[config.mk]
export PLATFORM = sky130hd
export DESIGN_NAME = fsw_wrapper
export DESIGN_NICKNAME = d
export VERILOG_FILES = /design/src/rtl/fsw_pkg.sv /design/src/rtl/fsw_stream_if.sv /design/src/rtl/fsw_out_fifo.sv /design/src/rtl/fsw_wrapper.sv
export SDC_FILE = /design/constraint.sdc
export NUM_CORES = 1
export LEC_CHECK = 0
export BUFFER_PORTS_ARGS = -buffer_cell sky130_fd_sc_hd__buf_2
export CORE_AREA = 2 2 193 195
export CTS_CLUSTER_DIAMETER = 60
export CTS_CLUSTER_SIZE = 28
export DETAILED_ROUTE_END_ITERATION = 10
export DIE_AREA = 0 0 195 197
export REMOVE_ABC_BUFFERS = 1
export SLEW_MARGIN = 30
export SYNTH_ARGS = -nofsm -noshare
export SYNTH_HDL_FRONTEND = slang
export SYNTH_SLANG_ARGS = --single-unit
[constraint.sdc]
create_clock -name CLK_IN -period 5.1 [get_ports CLK_IN]
set_clock_uncertainty 0.2 [all_clocks]
set_input_delay 0 -clock CLK_IN [delete_from_list [all_inputs] [get_ports CLK_IN]]
set_output_delay 0 -clock CLK_IN [all_outputs]
set_load 0.05 [all_outputs]
[src/rtl/fsw_pkg.sv]
// Package: constants shared by the filter stream wrapper files
package fsw_pkg;
   // ------------------------------------------------------------
   // Stream shape defaults
   // ------------------------------------------------------------
   localparam int DATA_W_DEF     = 8;   // Symbol width per lane
   localparam int LANES_DEF      = 3;   // Channel wires per beat
   localparam int TDM_DEF        = 2;   // Channels per wire
   localparam int PIPE_DEPTH_DEF = 4;   // Filter pipeline latency in cycles
   localparam int FIFO_DEPTH_DEF = 8;   // Output FIFO entries, more than pipe depth
   localparam int BUF_DEPTH      = 2;   // Skid buffer entries
   localparam int CNT_W          = 8;   // Packet index width
   // ------------------------------------------------------------
   // Reset values
   // ------------------------------------------------------------
   localparam logic [CNT_W-1:0] PKT_IDX_FIRST = 8'h01; // Packet index starts at one
   localparam logic             RST_LOW       = 1'b0;
endpackage : fsw_pkg

[src/rtl/fsw_stream_if.sv]
// Interface: valid/ready stream carrying data and packet position between modules
`timescale 1ns/10ps
`default_nettype none
interface fsw_stream_if #(parameter int W = 24, parameter int CW = 8);
   logic          valid;
   logic          ready;
   logic [W-1:0]  data;
   logic [CW-1:0] idx;
   modport src (output valid, output data, output idx, input ready);
   modport snk (input valid, input data, input idx, output ready);
endinterface : fsw_stream_if
`default_nettype wire

[src/rtl/fsw_out_fifo.sv]
// Module: synchronous FIFO with valid/ready on both sides for output samples
`timescale 1ns/10ps
`default_nettype none
module fsw_out_fifo
   import fsw_pkg::*;
#(
   parameter int W     = 24,
   parameter int CW    = 8,
   parameter int DEPTH = FIFO_DEPTH_DEF
)(
   // Clock, enable, reset
   input  wire logic clk_in,
   input  wire logic ce_in,
   input  wire logic rst_in,
   // Fill and drain sides
   fsw_stream_if.snk wr,
   fsw_stream_if.src rd
);
   localparam int AW = $clog2(DEPTH);
   typedef struct packed {
      logic [AW-1:0] wp;
      logic [AW-1:0] rp;
      logic [AW:0]   cnt;
   } fifo_t;
   fifo_t st_reg, st_next;
   logic [W+CW-1:0] mem [DEPTH];
   logic push, pop;
   // ------------------------------------------------------------
   // Handshake terms
   // ------------------------------------------------------------
   assign wr.ready = (st_reg.cnt != (AW+1)'(DEPTH));   // Honest full
   assign rd.valid = (st_reg.cnt != '0);               // Honest empty
   assign {rd.idx, rd.data} = mem[st_reg.rp];
   assign push = ce_in && wr.valid && wr.ready;
   assign pop  = ce_in && rd.valid && rd.ready;
   // Pointer update
   always_comb begin
      st_next = st_reg;
      if (push) st_next.wp = (st_reg.wp == AW'(DEPTH-1)) ? '0 : st_reg.wp + 1'b1;
      if (pop)  st_next.rp = (st_reg.rp == AW'(DEPTH-1)) ? '0 : st_reg.rp + 1'b1;
      st_next.cnt = st_reg.cnt + (AW+1)'(push) - (AW+1)'(pop);
   end
   always_ff @(posedge clk_in) begin
      if (rst_in) st_reg <= '0;
      else if (ce_in) st_reg <= st_next;
   end
   // Storage array has no reset; only written cells are ever read
   always_ff @(posedge clk_in) begin
      if (push) mem[st_reg.wp] <= {wr.idx, wr.data};
   end
endmodule : fsw_out_fifo
`default_nettype wire

[src/rtl/fsw_wrapper.sv]
// Module: streaming wrapper with flow control, output FIFO and packet markers
`timescale 1ns/10ps
`default_nettype none
// Behaviour
// - Transfers happen when valid and ready are both high, zero ready latency.
// - Each beat carries one symbol per lane of configured data width.
// - Symbols are signed or unsigned by configuration.
// - Supports one channel, TDM channels, and channels over several lanes.
// - Six channels at 200/100 MHz give TDM 2, three lanes.
// - All handshakes pass through one central controller.
// - Output FIFO exists only when backpressure support is on.
// - FIFO catches samples the filter emits after backpressure begins.
// - Dropping advance enable freezes the filter datapath.
// - Downstream backpressure drops the advance enable.
// - Advance enable returns at once when downstream can accept.
// - Start marker rises with valid when packet index is 1.
// - End marker rises with valid when index equals packet size.
// - Source stall raised whenever downstream is not ready.
// - Input ready shows acceptance; absent without backpressure support.
// - One system clock; reset initialises the control circuit.
module fsw_wrapper
   import fsw_pkg::*;
#(
   parameter int DATA_W     = DATA_W_DEF,
   parameter int LANES      = LANES_DEF,
   parameter int TDM        = TDM_DEF,
   parameter int PIPE_DEPTH = PIPE_DEPTH_DEF,
   parameter int FIFO_DEPTH = FIFO_DEPTH_DEF,
   parameter bit BACKPRESS  = 1'b1,
   parameter bit SIGNED_SYM = 1'b1
)(
   // Clock, enable, reset
   input  wire logic                    CLK_IN,
   input  wire logic                    CE_IN,
   input  wire logic                    SYS_RST_IN,
   // Sink side
   input  wire logic                    SINK_VALID_IN,
   input  wire logic [DATA_W*LANES-1:0] SINK_DATA_IN,
   output var  logic                    SINK_READY_OUT,
   // Filter datapath side
   output var  logic                    FILTER_ADV_EN_OUT,
   output var  logic                    FILTER_IN_STROBE_OUT,
   output var  logic [DATA_W*LANES-1:0] FILTER_IN_DATA_OUT,
   input  wire logic                    FILTER_OUT_STROBE_IN,
   input  wire logic [DATA_W*LANES-1:0] FILTER_OUT_DATA_IN,
   input  wire logic [CNT_W-1:0]        FILTER_OUT_LANE_TAG_IN,
   // Packet configuration
   input  wire logic [CNT_W-1:0]        PKT_SIZE_IN,
   // Source side
   input  wire logic                    SOURCE_READY_IN,
   output var  logic                    SOURCE_VALID_OUT,
   output var  logic [DATA_W*LANES-1:0] SOURCE_DATA_OUT,
   output var  logic                    SOURCE_SOP_OUT,
   output var  logic                    SOURCE_EOP_OUT,
   output var  logic [CNT_W-1:0]        SOURCE_CHANNEL_OUT,
   output var  logic                    SOURCE_STALL_OUT,
   output var  logic [LANES-1:0]        SOURCE_NEG_OUT
);
   localparam int DW = DATA_W*LANES;
   // ------------------------------------------------------------
   // State
   // ------------------------------------------------------------
   typedef struct packed {
      logic          sink_rdy;
      logic          adv_en;
      logic          in_stb;
      logic [DW-1:0] in_data;
      logic          src_vld;
      logic [DW-1:0] src_data;
      logic          sop;
      logic          eop;
      logic [CNT_W-1:0] chan;
      logic          stall;
      logic [LANES-1:0] neg;
      logic [$clog2(PIPE_DEPTH+1)-1:0] infl;
   } wrap_t;
   wrap_t st_reg, st_next;
   // Sign bit of one lane; unsigned mode never reports a negative symbol
   function automatic logic lane_neg(input logic [DW-1:0] d, input int k);
      lane_neg = SIGNED_SYM && d[k*DATA_W + DATA_W-1];
   endfunction : lane_neg
   // ------------------------------------------------------------
   // Output path: FIFO when backpressure is on, else direct
   // ------------------------------------------------------------
   fsw_stream_if #(.W(DW), .CW(CNT_W)) f_wr ();
   fsw_stream_if #(.W(DW), .CW(CNT_W)) f_rd ();
   assign f_wr.valid = FILTER_OUT_STROBE_IN;
   assign f_wr.data  = FILTER_OUT_DATA_IN;
   assign f_wr.idx   = FILTER_OUT_LANE_TAG_IN;
   // Output register accepts when empty or being drained
   assign f_rd.ready = !st_reg.src_vld || SOURCE_READY_IN;
   generate
      if (BACKPRESS) begin : g_fifo
         fsw_out_fifo #(.W(DW), .CW(CNT_W), .DEPTH(FIFO_DEPTH)) u_fifo (
            .clk_in (CLK_IN),
            .ce_in  (CE_IN),
            .rst_in (SYS_RST_IN),
            .wr     (f_wr),
            .rd     (f_rd)
         );
      end else begin : g_direct
         assign f_rd.valid = f_wr.valid;
         assign f_rd.data  = f_wr.data;
         assign f_rd.idx   = f_wr.idx;
         assign f_wr.ready = 1'b1;
      end
   endgenerate
   // ------------------------------------------------------------
   // Central controller: advance enable, input ready, stall
   // ------------------------------------------------------------
   logic fifo_room, take_in, take_out, ready_next;
   // Room is a fixed parameter check that FIFO depth exceeds pipe depth; samples in the pipe are not counted
   assign fifo_room = (FIFO_DEPTH - PIPE_DEPTH - 1) >= 0;
   // Without backpressure there is no ready, so every valid beat is taken
   assign take_in  = SINK_VALID_IN && (st_reg.sink_rdy || !BACKPRESS);
   assign take_out = f_rd.valid && f_rd.ready;
   assign ready_next = BACKPRESS ? SOURCE_READY_IN : 1'b1;
   always_comb begin
      st_next = st_reg;
      // Controller routes every handshake
      st_next.stall    = !SOURCE_READY_IN;
      st_next.adv_en   = ready_next && fifo_room;
      st_next.sink_rdy = BACKPRESS ? ready_next : 1'b0;
      // Input beats go to the filter only when valid; gaps send no strobe, the filter keeps advancing
      st_next.in_stb   = take_in;
      if (take_in) st_next.in_data = SINK_DATA_IN;
      // Source output register
      if (take_out) begin
         st_next.src_vld  = 1'b1;
         st_next.src_data = f_rd.data;
         st_next.chan     = f_rd.idx;
         st_next.sop      = (f_rd.idx == PKT_IDX_FIRST);
         st_next.eop      = (f_rd.idx == PKT_SIZE_IN);
         for (int k = 0; k < LANES; k++) begin
            st_next.neg[k] = lane_neg(f_rd.data, k);
         end
      end else if (SOURCE_READY_IN) begin
         st_next.src_vld = 1'b0;
         st_next.sop     = 1'b0;
         st_next.eop     = 1'b0;
      end
      // Track beats in the pipe for the in-flight view
      if (take_in && !FILTER_OUT_STROBE_IN && st_reg.infl != '1)
         st_next.infl = st_reg.infl + 1'b1;
      else if (!take_in && FILTER_OUT_STROBE_IN && st_reg.infl != '0)
         st_next.infl = st_reg.infl - 1'b1;
   end
   // ------------------------------------------------------------
   // State register; clock enable freezes everything
   // ------------------------------------------------------------
   always_ff @(posedge CLK_IN) begin
      if (SYS_RST_IN) begin
         st_reg          <= '0;
         st_reg.adv_en   <= RST_LOW;
      end else if (CE_IN) begin
         st_reg <= st_next;
      end
   end
   // ------------------------------------------------------------
   // Outputs straight from flops
   // ------------------------------------------------------------
   assign SINK_READY_OUT       = st_reg.sink_rdy;
   assign FILTER_ADV_EN_OUT    = st_reg.adv_en;
   assign FILTER_IN_STROBE_OUT = st_reg.in_stb;
   assign FILTER_IN_DATA_OUT   = st_reg.in_data;
   assign SOURCE_VALID_OUT     = st_reg.src_vld;
   assign SOURCE_DATA_OUT      = st_reg.src_data;
   assign SOURCE_SOP_OUT       = st_reg.sop;
   assign SOURCE_EOP_OUT       = st_reg.eop;
   assign SOURCE_CHANNEL_OUT   = st_reg.chan;
   assign SOURCE_STALL_OUT     = st_reg.stall;
   assign SOURCE_NEG_OUT       = st_reg.neg;
endmodule : fsw_wrapper
`default_nettype wire

==> impl_metrics.yaml, run 1 <==
worst_setup_path:
  rrSetupSlack_ns: 1.69
  startpoint_type: "flop"
  regToRegEndpoint: "SOURCE_EOP_OUT"
  worstRegToRegCells: 6
  endpoint: "SOURCE_EOP_OUT"
  cp.required_ns: 5.40
  cp-end-kind: "flop"
  worstSetupPathType: "flop to flop"
  crit_fanout: 27
  cp_data_arrival_time_ns: 3.71
sta:
  timing.final.crit_share_pct: 66.86
  maxSlewHeadroom_pct: 37.53
  whs_ns: 0.05433
  rsz0062_at_grt: "false"
  worstMarginPinSlew_ns: 0.9345
  fin_crit_ns: 3.410
  finalSetupTns_ns: 0
  fmax_mhz: 293.3
  hold_violations: 0
  slew_viol_final: 0
  finalSetupViolations: 0
synth:
  ys_ff_latch: 331
  synth-seq-area-share_pct: 73.29
  synth_edf_count: 256
  yosys_warnings: 0
  synth_async_sr_flop_share_pct: 0
  syn_inst: 721
  synth.most_common_cell: "edfxtp_1"
  ys_top_cells_by_area: "edfxtp_1 61%, dfxtp_1 12%, mux4_2 9.7%"
  netlist.area_leader.share_pct: 61.32
  ys.flop_type: "edfxtp_1"
  yosysTopAreaCell: "edfxtp_1"
  synth_commonest_cells: "256 x edfxtp_1, 75 x dfxtp_1, 64 x nand2_1"
  syn_area_per_cell_um2: 17.39
  synth_cell_types: 43
  synth.cell_area_um2: 12540
clock_tree:
  clk_pin_slew_ns: 0.09
  clockRootBuffer: "clkbuf_16"
  clk_path_buf_depth: 3
  cts_made_buffers: 26
  clk_latency_ns: 0.55
  clkSinkCount: 331
  postCtsSetupBuffers: 0
  htreeDepth: 1
  cts_tree: "yes"
global_route:
  grt_use_total_pct: 13.43
  first_global_vias: 7108
  gr-total-overflow: 0
  grt_max_degree: 75
  grt_first_pass_wirelength_mm: 40.31
  antenna_found_initial: 1
detailed_routing:
  post-route-drc-count: 0
  num_vias: 6931
  vias_per_cell: 4.827
  wl_per_cell_um: 17.99
  antenna_left: 0
  routed_wl_mm: 25.83
  drt_iter0_markers: 376
  firstDrtPassIters: 4
placed_design:
  dp_hpwl_mm: 15.74
  place.gp.congestion: 0.7331
  port_buffers: 135
run:
  drv_cap: 0
cells_and_area:
  syn_to_final_growth_pct: 25.37
  regMostFlops: "g_fifo.u_fifo.mem"
  fill_cells: 3203
  n_antenna_cell: 0
  nets: 1029
  drive_gt1_share_pct: 27.69
  largest_reg_flops: 256
die:
  die_x_um: 195
  coreArea_um2: 36260
  die_area_um2: 38420
  fp.dieH_um: 197
  start_util_pct: 34.58
  ios: 136
  rows: 70
pwr:
  power_leakage_uw: 0.005438
  irDropWorstVdd_v: 0.0002519
  cellPowerDensity_nw_per_um2: 408.4
worst_hold_path:
  hold_class: "input pin to flop"
status:
  outcome: "complete, no violations"
## worst min-delay path by stage
stage	from	end	slack [ns]	depth (start not counted)
final	FILTER_OUT_DATA_IN[13]	g_fifo.u_fifo.mem[4][13]	0.05	2
after global routing	FILTER_OUT_DATA_IN[17]	g_fifo.u_fifo.mem[4][17]	0.04	2
after CTS	FILTER_OUT_DATA_IN[17]	g_fifo.u_fifo.mem[4][17]	0.04	2
after detailed placement	SINK_DATA_IN[11]	FILTER_IN_DATA_OUT[11]	0.05	3
after global placement	SINK_DATA_IN[7]	FILTER_IN_DATA_OUT[7]	0.04	3
after floorplan	SYS_RST_IN	FILTER_ADV_EN_OUT	-0.13	1
## critical path: stages (launching register included)
cell	delay, ns
dfxtp_2	0.93
mux4_1	0.65
mux2_4	0.31
nor4_1	0.18
o2111ai_1	0.16
o41ai_1	0.33
dlygate4sd3_1	0.59
## cells by family (layout without fill, tap and decap cells)
family,Yosys count,in the layout,synth area share (%)
multiplexers,101,101,14.29
flip-flops,331,331,73.29
buffers and inverters,54,301,2.026
AO/OA/AOI/OAI,81,81,4.092
adder cells (fa/ha/maj),11,11,1.158
XOR/XNOR,8,8,0.5589
AND/OR/NAND/NOR,135,135,4.581
## layout make-up
| type | count | area (um^2) | share of cell area (%) |
|---|---|---|---|
| clock inverter | 18 | 290.3 | 1.847 |
| timing repair buffer | 243 | 1792 | 11.40 |
| inverter | 10 | 37.54 | 0.2388 |
| clock buffer | 30 | 675.6 | 4.299 |
| tap | 468 | 585.6 | 3.726 |
| multi-input combinational | 336 | 3139 | 19.97 |
| sequential | 331 | 9198 | 58.52 |
## through the flow
step | total power (uW) | std cells | area (um^2) | utilization, % | worst slack, ns
floorplan | 3931 | 677 | 12320 | - | 0.8012
global placement | 4218 | 1295 | 13760 | 37.96 | 2.049
detailed placement | 4231 | 1299 | 13860 | 38.23 | 1.923
CTS | 6512 | 1436 | 15720 | 43.35 | 1.661
global route | 6702 | 1436 | 15720 | 43.35 | 1.445
finish | 6419 | 1436 | 15720 | 43.35 | 1.690
## routing by layer
| metal | wire length, um | track usage (%) | vias up |
|---|---|---|---|
| met5 | 13 | 0 | - |
| met2 | 12230 | 22.47 | 180 |
| met3 | 1431 | 2.618 | 30 |
| met1 | 11810 | 18.34 | 3465 |
| met4 | 354 | 2.799 | 2 |
| li1 | - | - | 3254 |
## cells in the final DEF, fill, tap and decap left out, drive strengths merged, types with 2 or more instances in the layout
cell	count
nand3	3
dfxtp	75
nand2b	3
dlygate4sd3	89
nor2	46
a21o	2
o21ai	3
xnor2	3
mux4	60
edfxtp	256
clkinv	6
mux2	3
a21oi	38
nand2	64
xor2	5
clkbuf	30
inv	18
mux2i	38
nor3b	4
bufinv	4
a211oi	31
nor3	5
buf	154
ha	10
nand3b	3
## report_power, final
group,switching (uW),internal [uW],leakage (uW)
logic,648,405,0.00204
registers,117,3020,0.00293
clock network,1020,1210,0.000469
total,1780,4640,0.00544
## what timing repair did
| action | in CTS | in global routing |
|---|---|---|
| resized for setup | 0 | 0 |
| hold buffers | 89 | 0 |
| endpoints found under the hold margin | 328 | 0 |
Power figures use the tool's default switching activity.
==> run 2, diff against run 1 <==
==> constraint.sdc (replaced) <==
create_clock -name CLK_IN -period 3.3 [get_ports CLK_IN]
set_clock_uncertainty 0.2 [all_clocks]
set_input_delay 0 -clock CLK_IN [delete_from_list [all_inputs] [get_ports CLK_IN]]
set_output_delay 0 -clock CLK_IN [all_outputs]
set_load 0.05 [all_outputs]
==> run 2 against run 1 <==
Non-clock buffer count increased by 5; final cell count increased by 0.49%; via count increased by 0.27%; first-iteration DRC count decreased by 16%; register-to-register slack got worse by 1.5 ns; critical path depth unchanged; combinational power increased by 59%.
==> impl_metrics.yaml, run 2 (synthesis gave the netlist of run 1 again) <==
clock_tree:
  cts_made_buffers: 27
  htreeDepth: 1
  clkSinkCount: 331
  clk_latency_ns: 0.56
  clk_path_buf_depth: 3
  clk_pin_slew_ns: 0.08
  postCtsSetupBuffers: 0
  cts_tree: "yes"
  clockRootBuffer: "clkbuf_16"
die:
  coreArea_um2: 36260
  fp.dieH_um: 197
  die_x_um: 195
  ios: 136
  start_util_pct: 34.58
  die_area_um2: 38420
  rows: 70
sta:
  hold_violations: 0
  slew_viol_final: 0
  maxSlewHeadroom_pct: 38.29
  timing.final.crit_share_pct: 93.35
  worstMarginPinSlew_ns: 0.9256
  fin_crit_ns: 3.080
  finalSetupTns_ns: 0
  rsz0062_at_grt: "false"
  fmax_mhz: 324.6
  finalSetupViolations: 0
detailed_routing:
  firstDrtPassIters: 4
  antenna_left: 0
  routed_wl_mm: 26.52
  post-route-drc-count: 0
  drt_iter0_markers: 314
  wl_per_cell_um: 18.38
  num_vias: 6950
  vias_per_cell: 4.816
cells_and_area:
  final_cell_mix: "256 x edfxtp_1, 134 x buf_2, 89 x dlygate4sd3_1"
  multiInputGateArea_um2: 3139
  final_area_um2: 15720
  n_antenna_cell: 0
  mostFrequentLayoutCell: "edfxtp_1"
  regArea_um2: 9200
  drive_gt1_share_pct: 28.41
  regMostFlops: "g_fifo.u_fifo.mem"
  syn_to_final_growth_pct: 25.39
  largest_reg_flops: 256
  nets: 1035
  fill_cells: 3216
worst_setup_path:
  cp_data_arrival_time_ns: 3.36
  startpoint_type: "flop"
  crit_buf_inv: 1
  cp.required_ns: 3.58
  cp-end-kind: "flop"
  slowest_delay_ns: 0.63
  cp_slowest_cell: "dfxtp_4"
  worstSetupPathType: "flop to flop"
  path_delay_family: "multiplexers"
  rrSetupSlack_ns: 0.22
  crit_fanout: 21
  crit_chain: "mux4_2, mux2i_1, xor2_1, o2111ai_1, o41ai_1, dlygate4sd3_1"
pwr:
  irDropWorstVdd_v: 0.0003878
  power_leakage_uw: 0.005449
  cellPowerDensity_nw_per_um2: 630.1
  power.total_uw: 9905
global_route:
  grt_use_total_pct: 13.87
  grt_max_degree: 75
  grt_first_pass_wirelength_mm: 41.33
  antenna_found_initial: 1
  gr-total-overflow: 0
  first_global_vias: 7019
placed_design:
  dp_hpwl_mm: 15.49
  port_buffers: 135
  place.gp.congestion: 0.7314
  placed_area_um2: 13870
worst_hold_path:
  hold_class: "input pin to flop"
run:
  drv_cap: 0
status:
  outcome: "complete, no violations"
run 2: changes by cell type in the layout (fill, tap and decap cells not counted), moves of 2 or more:
cell        delta
buf_12         +3
buf_16         -3
buf_4          +6
bufinv_16      -2
clkbuf_1       -2
clkinvlp_4     +2
inv_12         +2
run 2: layout make-up:
| class | count | share of cell area (%) |
|---|---|---|
| tap | 468 | 3.725 |
| clock buffer | 28 | 4.322 |
| clock inverter | 22 | 1.775 |
| timing repair buffer | 248 | 11.45 |
| multi-input combinational | 336 | 19.97 |
| inverter | 10 | 0.2388 |
| sequential | 331 | 58.52 |
run 2: repair_timing:
item | in CTS | in global routing
resized for setup | 0 | 1
setup endpoints to repair | 0 | 1
hold buffers | 89 | 0
endpoints found under the hold margin | 331 | 0
run 2: path summary, 6_finish.rpt:
path	start	end	cells after the start
worst min register to register	SOURCE_CHANNEL_OUT[2]	SOURCE_CHANNEL_OUT[2]	2
worst max register to register	flop	SOURCE_EOP_OUT	6
worst max-delay path	flop	SOURCE_EOP_OUT	6
worst min-delay path	FILTER_OUT_DATA_IN[23]	g_fifo.u_fifo.mem[7][23]	2
run 2: layer usage:
layer	vias to the layer above	track usage, %	wire length (um)
li1	3276	-	-
met1	3453	19.38	12230
met2	186	23.11	12530
met3	33	2.293	1306
met4	2	2.601	443
met5	-	0	7
run 2: power by group:
| group | internal (uW) | switching [uW] | leakage, uW |
|---|---|---|---|
| Sequential | 4670 | 145 | 0.00293 |
| Combinational | 636 | 1040 | 0.00206 |
| Clock | 1770 | 1650 | 0.000463 |
run 2: metrics by stage:
step | instances | hold slack, ns | worst slack (ns) | utilization, %
floorplan | 677 | -0.1309 | -0.9988 | -
global placement | 1304 | 0.04624 | 0.5657 | 38.25
detailed placement | 1304 | 0.04716 | 0.5352 | 38.25
CTS | 1443 | 0.03233 | 0.07561 | 43.35
global route | 1443 | 0.05159 | 0.03566 | 43.35
finish | 1443 | 0.04459 | 0.2196 | 43.35
==> run 3, diff against run 2 <==
--- a/config.mk
+++ b/config.mk
@@ -6,11 +6,13 @@
 export NUM_CORES = 1
 export LEC_CHECK = 0
 export BUFFER_PORTS_ARGS = -buffer_cell sky130_fd_sc_hd__buf_2
-export CORE_AREA = 2 2 193 195
+export CORE_AREA = 2 2 181 183
+export CTS_BUF_LIST = sky130_fd_sc_hd__clkbuf_4
 export CTS_CLUSTER_DIAMETER = 60
 export CTS_CLUSTER_SIZE = 28
 export DETAILED_ROUTE_END_ITERATION = 10
-export DIE_AREA = 0 0 195 197
+export DIE_AREA = 0 0 183 185
+export MAX_ROUTING_LAYER = met4
 export REMOVE_ABC_BUFFERS = 1
 export SLEW_MARGIN = 30
 export SYNTH_ARGS = -nofsm -noshare
==> run 3 against run 2 <==
Non-clock buffer count increased by 92; die area decreased by 12%; sequential cell count unchanged; routed wire length increased by 5.9%; worst setup slack improved by 0.0041 ns; hold slack improved by 0.057 ns; fmax increased by 0.13%; sequential share of layout area decreased by 1.4 points; final cell count increased by 2.3%; first-iteration DRC count increased by 45%; combinational power increased by 7%; utilization increased by 6.9 points; largest power group unchanged.
==> impl_metrics.yaml, run 3 (synthesis gave the netlist of run 1 again) <==
pwr:
  clock_power_share_pct: 25.2
  p_int_uw: 6080
  power.total_uw: 8797
  irDropWorstVdd_v: 0.0004912
  combPwrFrac_pct: 20.2
  p_sw_share_pct: 30.89
  cellPowerDensity_nw_per_um2: 546.5
  p_seq_share_pct: 54.6
  power_leakage_uw: 0.005563
  switching_power_uw: 2717
worst_hold_path:
  hold_class: "input pin to flop"
detailed_routing:
  num_vias: 7388
  firstDrtPassIters: 5
  drt_iter0_markers: 454
  routed_wl_mm: 28.09
  wl_per_cell_um: 19.03
  post-route-drc-count: 0
  antenna_left: 0
  vias_per_cell: 5.005
sta:
  hold_violations: 0
  timing.final.crit_share_pct: 93.22
  worstMarginPinSlew_ns: 0.9685
  finalSetupTns_ns: 0
  fmax_mhz: 325.1
  fin_crit_ns: 3.076
  worst_slack_ns: 0.2237
  maxSlewHeadroom_pct: 35.25
  rsz0062_at_grt: "false"
  slew_viol_final: 0
  finalSetupViolations: 0
die:
  fp.dieH_um: 185
  die_area_um2: 33860
  rows: 66
  ios: 136
  coreArea_um2: 32040
  start_util_pct: 39.13
  die_x_um: 183
run:
  drv_cap: 0
clock_tree:
  clkSinkCount: 331
  htreeDepth: 1
  cts_made_buffers: 26
  clockRootBuffer: "clkbuf_4"
  clk_path_buf_depth: 3
  cts_tree: "yes"
  clk_latency_ns: 0.76
  clk_pin_slew_ns: 0.18
global_route:
  antenna_found_initial: 3
  grt_use_total_pct: 17.19
  grt_max_degree: 75
  first_global_vias: 7661
  gr-total-overflow: 0
  grt_first_pass_wirelength_mm: 43.39
cells_and_area:
  largest_reg_flops: 256
  final_cell_mix: "256 x edfxtp_1, 180 x dlygate4sd3_1, 134 x buf_2"
  regMostFlops: "g_fifo.u_fifo.mem"
  drive_gt1_share_pct: 25.82
  nets: 1126
  syn_to_final_growth_pct: 28.40
  mostFrequentLayoutCell: "edfxtp_1"
  fin_cells: 1476
worst_setup_path:
  cp-end-kind: "flop"
  cp_data_arrival_time_ns: 3.57
  worstSetupPathType: "flop to flop"
  cp.required_ns: 3.80
  crit_fanout: 25
  startpoint_type: "flop"
placed_design:
  port_buffers: 135
  post-place-ws_ns: 0.6268
  place.gp.congestion: 0.7743
  dp.cells: 1244
  dp_hpwl_mm: 15.20
status:
  outcome: "complete, no violations"
==> run 3: cell types whose count changed in the layout (fill, tap and decap cells not counted), sizes merged <==
cell and change:
buf +1, clkbuf -2, clkinv -2, clkinvlp -1, diode +3, dlygate4sd3 +91
inv +3
==> run 3: worst max-delay path, cell delays in order (launching register included) <==
cell and delay (ns):
dfxtp_1 0.45, and3_1 0.83, nand2_1 0.21, dlygate4sd3_1 0.64, a21oi_1 0.13, dlygate4sd3_1 0.57
==> run 3: power groups by stage <==
stage / Clock, uW / Combinational (uW) / Sequential, uW
floorplan: 0 / 716 / 5360
finish: 2220 / 1780 / 4800
detailed placement: 0 / 1630 / 4920
global placement: 0 / 1620 / 4910
global route: 2440 / 1940 / 4830
CTS: 2300 / 1760 / 4830
==> run 3: path summary, 6_finish.rpt <==
path	depth (start not counted)	slack, ns	to	from
setup / recovery	5	0.22	FILTER_IN_DATA_OUT[6]	FILTER_ADV_EN_OUT
hold / removal	5	0.10	FILTER_IN_STROBE_OUT	CE_IN
setup reg to reg	5	0.22	FILTER_IN_DATA_OUT[6]	FILTER_ADV_EN_OUT
hold reg to reg	2	0.27	SOURCE_CHANNEL_OUT[2]	SOURCE_CHANNEL_OUT[2]
==> run 3: final cells by class <==
cell class / instances / area [um^2]
multi-input combinational: 336 / 3139
clock buffer: 26 / 195.2
sequential: 331 / 9200
timing repair buffer: 340 / 2718
inverter: 10 / 37.54
fill: 2647 / 15940
tap: 408 / 510.5
clock inverter: 22 / 290.3
antenna: 3 / 7.507
==> run 3: per-stage QoR <==
step | cell area [um^2] | hold slack [ns] | utilization [%]
2_1_floorplan | 12320 | -0.1309 | -
3_3_place_gp | 13780 | 0.04224 | 43.01
3_5_place_dp | 13780 | 0.05112 | 43.01
4_1_cts | 16070 | 0.001332 | 50.15
5_1_grt | 16100 | 0.05891 | 50.24
6_report | 16100 | 0.1012 | 50.24
==> run 3: layer usage <==
metal	vias to the layer above	global-route usage, %	part of all wire [%]
met4	0	4.000	2.0
met3	45	2.576	4.8
met5	-	-	0
met2	206	29.41	50
li1	3455	-	-
met1	3682	21.81	43
==> run 3: what timing repair did <==
action / CTS / global route
gates resized for setup: 0 / 1
endpoints found under the hold margin: 338 / 0
setup endpoints to repair: 0 / 1
hold buffers: 180 / 0
buffers inserted: 0 / 1
